**src/hdl/udc_pkg.sv**
```systemverilog
// Constants, register map and carrier types for the up/down counter.
// Assumes a single 100 MHz bus clock and an AHB-Lite master.
package udc_pkg;

  // ==========================================================
  // Register map
  localparam logic [31:0] UDC_CTRL_OFS = 32'h0000_0000;
  localparam logic [31:0] UDC_STAT_OFS = 32'h0000_0004;

  // ==========================================================
  // Field positions and reset values
  localparam int UDC_LOAD_N_BIT = 0;
  localparam int UDC_CEP_N_BIT = 1;
  localparam int UDC_DIR_UP_BIT = 2;
  localparam int UDC_SYNC_CLEAR_N_N_BIT = 3;
  localparam int UDC_OFF_BIT = 4;
  localparam int UDC_PRESET_LSB = 5;
  localparam int UDC_CTRL_W = 9;
  localparam int UDC_STAT_W = 7;
  localparam logic [8:0] UDC_CTRL_RST = 9'h01f;
  localparam logic [3:0] UDC_CNT_MAX = 4'hf;
  localparam logic [3:0] UDC_CNT_ZERO = 4'h0;
  localparam logic [1:0] UDC_HTRANS_NONSEQ = 2'h2;
  localparam logic UDC_HRESP_OKAY = 1'b0;

  // ==========================================================
  // Carrier types
  typedef struct packed {
    logic [3:0] preset;
    logic output_off;
    logic sync_clear_n;
    logic dir_up;
    logic count_enable_parallel_n;
    logic load_n;
  } udc_ctrl_t;

  typedef struct packed {
    logic counting;
    logic count_enable_trickle_n;
    logic ripple_carry_flag_n;
    logic [3:0] count;
  } udc_stat_t;

endpackage

```
**src/hdl/udc_ahb_regs.sv**
```systemverilog
// AHB-Lite register slave holding the counter control word.
// Assumes a zero-wait master and one slave on the bus.
`timescale 1ns/1ps
module udc_ahb_regs
  import udc_pkg::*;
(
  // Clock, reset and enable
  input logic hclk,
  input logic hresetn,
  input logic clk_en,
  // AHB-Lite slave
  input logic hsel,
  input logic [31:0] haddr,
  input logic [1:0] htrans,
  input logic hwrite,
  input logic [2:0] hsize,
  input logic [31:0] hwdata,
  input logic hready,
  output logic hreadyout,
  output logic hresp,
  output logic [31:0] hrdata,
  // Counter side
  output udc_ctrl_t ctrl,
  input udc_stat_t stat
);

  // ==========================================================
  // Address phase decode
  logic dp_valid_reg;
  logic dp_write_reg;
  logic dp_ctrl_reg;
  logic [31:0] hrdata_reg;
  udc_ctrl_t ctrl_reg;

  wire addr_take = hsel & htrans[1] & hready & clk_en;
  wire sel_ctrl = (haddr[31:2] == UDC_CTRL_OFS[31:2]);
  wire sel_stat = (haddr[31:2] == UDC_STAT_OFS[31:2]);
  wire [31:0] rd_mux = sel_ctrl ? {23'h0, ctrl_reg} :
                       sel_stat ? {25'h0, stat} : 32'h0;
  wire wr_ctrl = clk_en & dp_valid_reg & dp_write_reg & dp_ctrl_reg;

  // Transfer size is not checked; only whole words are expected.
  wire unused_size = |hsize;

  // ==========================================================
  // Data phase and registers
  always_ff @(posedge hclk or negedge hresetn) begin
    if (!hresetn) begin
      dp_valid_reg <= 1'b0;
      dp_write_reg <= 1'b0;
      dp_ctrl_reg <= 1'b0;
    end else if (clk_en) begin
      dp_valid_reg <= addr_take;
      dp_write_reg <= hwrite & ~unused_size | hwrite;
      dp_ctrl_reg <= sel_ctrl;
    end
  end

  always_ff @(posedge hclk or negedge hresetn) begin
    if (!hresetn) begin
      hrdata_reg <= 32'h0;
    end else if (addr_take && !hwrite) begin
      hrdata_reg <= rd_mux;
    end
  end

  always_ff @(posedge hclk or negedge hresetn) begin
    if (!hresetn) begin
      ctrl_reg <= udc_ctrl_t'(UDC_CTRL_RST);
    end else if (wr_ctrl) begin
      ctrl_reg <= udc_ctrl_t'(hwdata[UDC_CTRL_W-1:0]);
    end
  end

  // A pending data phase stalls while the clock enable is low.
  assign hreadyout = ~dp_valid_reg | clk_en;
  assign hresp = UDC_HRESP_OKAY;
  assign hrdata = hrdata_reg;
  assign ctrl = ctrl_reg;

endmodule

```
**src/hdl/udc_counter_top.sv**
```systemverilog
// Four-bit up/down counter with cascade carries and three-state
// count outputs, controlled from an AHB-Lite register slave.
// Assumes inputs synchronous to hclk; master clear may be async.
`timescale 1ns/1ps
module udc_counter_top
  import udc_pkg::*;
#(
  parameter int WIDTH = 4
)
(
  // Clock, reset and enable
  input logic hclk,
  input logic hresetn,
  input logic clk_en,
  // AHB-Lite slave
  input logic hsel,
  input logic [31:0] haddr,
  input logic [1:0] htrans,
  input logic hwrite,
  input logic [2:0] hsize,
  input logic [31:0] hwdata,
  input logic hready,
  output logic hreadyout,
  output logic hresp,
  output logic [31:0] hrdata,
  // Clear and cascade pins
  input logic master_clear_n,
  input logic count_enable_trickle_n,
  output logic ripple_carry_flag_n,
  output logic clocked_carry_pulse_n,
  // Three-state count outputs
  output logic count_q0,
  output logic count_q1,
  output logic count_q2,
  output logic count_q3,
  output logic count_q_oe
);

  // ==========================================================
  // Helper functions
  function automatic logic [3:0] udc_step(input logic [3:0] c,
                                          input logic up);
    udc_step = up ? 4'(c + 4'h1) : 4'(c - 4'h1);
  endfunction

  function automatic logic udc_terminal(input logic [3:0] c,
                                        input logic up);
    udc_terminal = up ? (c == UDC_CNT_MAX) : (c == UDC_CNT_ZERO);
  endfunction

  // ==========================================================
  // Register slave
  udc_ctrl_t ctrl;
  udc_stat_t stat;
  logic [3:0] count_reg;
  logic [3:0] count_next;

  udc_ahb_regs u_regs (
    .hclk(hclk),
    .hresetn(hresetn),
    .clk_en(clk_en),
    .hsel(hsel),
    .haddr(haddr),
    .htrans(htrans),
    .hwrite(hwrite),
    .hsize(hsize),
    .hwdata(hwdata),
    .hready(hready),
    .hreadyout(hreadyout),
    .hresp(hresp),
    .hrdata(hrdata),
    .ctrl(ctrl),
    .stat(stat)
  );

  // ==========================================================
  // Control decode
  wire load_n = ctrl.load_n;
  wire cep_n = ctrl.count_enable_parallel_n;
  wire dir_up = ctrl.dir_up;
  wire sync_clear_n_n = ctrl.sync_clear_n;
  wire cet_n = count_enable_trickle_n;
  // Counting needs load high and both enables low.
  wire counting = load_n & ~cep_n & ~cet_n;
  wire [3:0] stepped = udc_step(count_reg, dir_up);
  wire at_terminal = udc_terminal(count_reg, dir_up);
  // Look-ahead carry: no flip-flop between count and flag.
  wire carry_flag_n = ~(at_terminal & ~cet_n);
  wire arst_n = hresetn & master_clear_n;

  // ==========================================================
  // Next count, in priority order
  always_comb begin
    if (!sync_clear_n_n) begin
      count_next = UDC_CNT_ZERO;
    end else if (!load_n) begin
      count_next = ctrl.preset;
    end else if (counting) begin
      count_next = stepped;
    end else begin
      count_next = count_reg;
    end
  end

  // ==========================================================
  // Count register
  always_ff @(posedge hclk or negedge arst_n) begin
    if (!arst_n) begin
      count_reg <= UDC_CNT_ZERO;
    end else if (clk_en) begin
      count_reg <= count_next;
    end
  end

  // ==========================================================
  // Cascade outputs
  assign ripple_carry_flag_n = carry_flag_n;
  // Low only in the low phase of the clock while counting at the
  // terminal count; the parallel enable keeps it high.
  assign clocked_carry_pulse_n =
    ~(clk_en & counting & ~carry_flag_n & ~hclk);

  // ==========================================================
  // Three-state count outputs
  assign count_q0 = count_reg[0];
  assign count_q1 = count_reg[1];
  assign count_q2 = count_reg[2];
  assign count_q3 = count_reg[3];
  assign count_q_oe = ~ctrl.output_off;

  // ==========================================================
  // Status word
  assign stat = {counting, cet_n, carry_flag_n, count_reg};
endmodule

```
**config.mk**
```make
export PLATFORM = sky130hd
export DESIGN_NAME = udc_counter_top
export DESIGN_NICKNAME = d
export VERILOG_FILES = /design/src/hdl/udc_pkg.sv /design/src/hdl/udc_ahb_regs.sv /design/src/hdl/udc_counter_top.sv
export SDC_FILE = /design/constraint.sdc
export NUM_CORES = 1
export LEC_CHECK = 0
export BUFFER_PORTS_ARGS = -buffer_cell sky130_fd_sc_hd__buf_2
export CAP_MARGIN = 10
export CORE_MARGIN = 3
export CORE_UTILIZATION = 36
export CTS_CLUSTER_SIZE = 16
export DETAILED_ROUTE_END_ITERATION = 12
export GPL_ROUTABILITY_DRIVEN = 0
export PLACE_DENSITY = 0.84
export SYNTH_ARGS = -nofsm -noshare
export SYNTH_HDL_FRONTEND = slang
export SYNTH_SLANG_ARGS = --single-unit
```
**constraint.sdc**
```tcl
create_clock -name hclk -period 1.8 [get_ports hclk]
set_input_delay 0.36 -clock hclk [delete_from_list [all_inputs] [get_ports hclk]]
set_output_delay 0.36 -clock hclk [all_outputs]
set_load 0.02 [all_outputs]
```
==> impl_results.md <==
- Largest net degree at the start of global routing: 22
- First-pass GRT wire length: just over 6000 µm
- Power Density: ~560 mW/mm²
- Max FO, Critical Path: 2
- Place WS: -192 ps
- Die width: just over 70 µm
- Peak supply drop: between 0.3 and 0.4 mV
- Core ar.: just over 0.004 mm²
- CP Class: reg2out
- Leading cell type in the layout, fill and taps excluded: buf_2
- Critical path launch point type: flip-flop
- Via/cell ratio: ~4.8
- Most area-consuming cells after synthesis: dfrtp_1 (32%), buf_4 (12%), dfstp_2 (8.5%), mux2_2 (8.0%), nand2_1 (4.6%)
- Routed len/inst: ~14 µm
- Cells after synthesis: about 150
- HP Start: hwdata[4]
- Final period util: 1.31
- Starting DRT DRC Count: 47
- Synth async-reset ratio: 1.00
- Leak: ~1.1 nW
- Hold path cells: 2
- IO buf count: 64
- Antenna diodes: 0
- Synth top area share: 0.325
- Reg2Reg Setup Slack: around 10 ps
- RR Startpoint: count_reg[2]
- Violated checks: negative setup slack
- Maxcap violations: 0
- CTS tree: yes
- Layout Nets: approximately 320
- Die Height: 71.4 µm
- Skew final: 1.10 ps
- Post-synthesis area per instance: 10.1 µm²
- Count of cell types in the netlist: 36
- Final Power: between 1 and 1.5 mW
- Routed Antenna Nets: 0
- Post-DP HPWL: a little over 3000 µm
- Seq cells post-synth: 25
- Vias after detailed routing: roughly 1,400
- RSZ-0062 raised after global routing: yes
- DRC viols: 0
- Ports: between 100 and 150
- Die area: roughly 0.0051 mm²
- Fin. max-slew vios: 0
- Worst Path Arrival: approximately 2000 ps
- Routed wire length: 3970 µm
- Fin worst setup slack: -561 ps
- Hold crit path type: in2reg
- P&R area growth vs syn: 41.4%
- Fillers: 370
- Most frequent cells in the layout: buf_2 (62), conb_1 (24), buf_4 (20)
- Fin crit period: ~2400 ps
- Register area share after synthesis: 0.410
- Mapped cell area: between 0.0015 and 0.002 mm²
- Setup violators final: 4
- Synthesis Warnings: 0
- Main synth FF type: dfrtp_1
- Fmax: roughly 0.42 GHz
- Layout cells sized above 1: 0.531
- Worst skew pair latency: about 370 ps
- Vias in the first global route: between 1,000 and 1,500
- GRT Util Overall: 0.158
- Antenna violations before repair: 0
- Reg clk slew, reported paths: ~80 ps
- Endpoint, Worst Hold: u_regs.ctrl[4]
- Number of synthesized flops with an enable pin: 0
- Status: complete, but fails checks
- Initial DRT Pass Iterations: 4
- Rows: 23
- Initial Utilization: 0.380
- FF-to-FF End: count_reg[3]
- WP data required: about 1400 ps
- Worst Setup End Kind: primary output
- Worst r2r path cells: 8
- Final Hold Fails: 0
- Total grt overflow: 0
- Area leader, netlist: dfrtp_1
[worst max path at each step]
stage | start | end | slack (ps) | depth (start not counted)
detailed placement | count_reg[0] | clocked_carry_pulse_n | -190 | 5
CTS | count_reg[0] | clocked_carry_pulse_n | -570 | 5
finish | count_reg[2] | clocked_carry_pulse_n | -560 | 5
global route | count_reg[2] | clocked_carry_pulse_n | -650 | 5
global placement | count_reg[0] | clocked_carry_pulse_n | -180 | 5
floorplan | count_reg[1] | clocked_carry_pulse_n | -170 | 4
[cell usage after synthesis (2+ instances only)]
library cell and instances:
o31ai_1 9, clkbuf_1 3, inv_1 7, nand3_1 2, ha_1 2, mux2i_1 6, nor3_1 3, nand2_1 19
a21oi_1 3, mux2_2 11, o41ai_2 2, nor4_1 6, buf_4 24, o21ai_0 4, dfrtp_1 20, nand4_1 2
dfstp_2 5, nor2_1 4, and3_1 3
[final cells by class]
cell class	count	area [µm²]	area share
Clock buffer	8	97.6	0.0448
Multi-Input combinational cell	115	855	0.392
Timing Repair Buffer	86	502	0.230
Sequential cell	25	636	0.292
Tap cell	50	62.6	0.0287
Inverter	7	26.3	0.0121
[stage by stage]
stage / TNS [ps] / instance area, µm² / utilization / hold slack [ps] / instances
2_1_floorplan: -173 / 1640 / - / 64.4 / 175
3_3_place_gp: -178 / 1940 / 0.477 / 292 / 276
3_5_place_dp: -241 / 1940 / 0.477 / 296 / 276
4_1_cts: -867 / 2100 / 0.518 / 201 / 289
5_1_grt: -944 / 2180 / 0.537 / 199 / 291
6_report: -739 / 2180 / 0.537 / 211 / 291
[cells by family after synthesis]
kind of cell,count (synthesis),synth area share
AND/OR/NAND/NOR,46,0.169
other,1,0.00243
AO/OA/AOI/OAI,24,0.119
XOR/XNOR,1,0.00569
adder cells (fa/ha/maj),3,0.0292
buffers and inverters,35,0.145
multiplexers,17,0.119
flip-flops,25,0.410
[timing repair]
action | CTS | global route
gates resized for setup | 8 | 12
pin swaps | 4 | 9
endpoints found under the setup margin | 5 | 7
hold buffers | 3 | 0
buffers inserted | 3 | 4
endpoints found under the hold margin | 20 | 0
[report_power, final]
group	total, mW	internal, mW	switching (mW)
logic	0.154	0.0585	0.0956
clock network	0.501	0.300	0.201
registers	0.567	0.565	0.00166
[worst max-delay path, cell delays in order (launching register included)]
cell,delay [ps]
dfrtp_1,410
nor4_4,300
nand2_1,100
a21o_1,170
or4b_4,490
buf_6,150
[routing by layer]
| metal | global-route usage | part of all wire | up-vias |
|---|---|---|---|
| li1 | - | - | 673 |
| met1 | 0.174 | 0.39 | 652 |
| met2 | 0.267 | 0.52 | 52 |
| met3 | 0.0631 | 0.076 | 8 |
| met4 | 0.0731 | 0.017 | 0 |
| met5 | 0 | 0 | - |
Note: power is estimated with default switching activity, not from simulation.
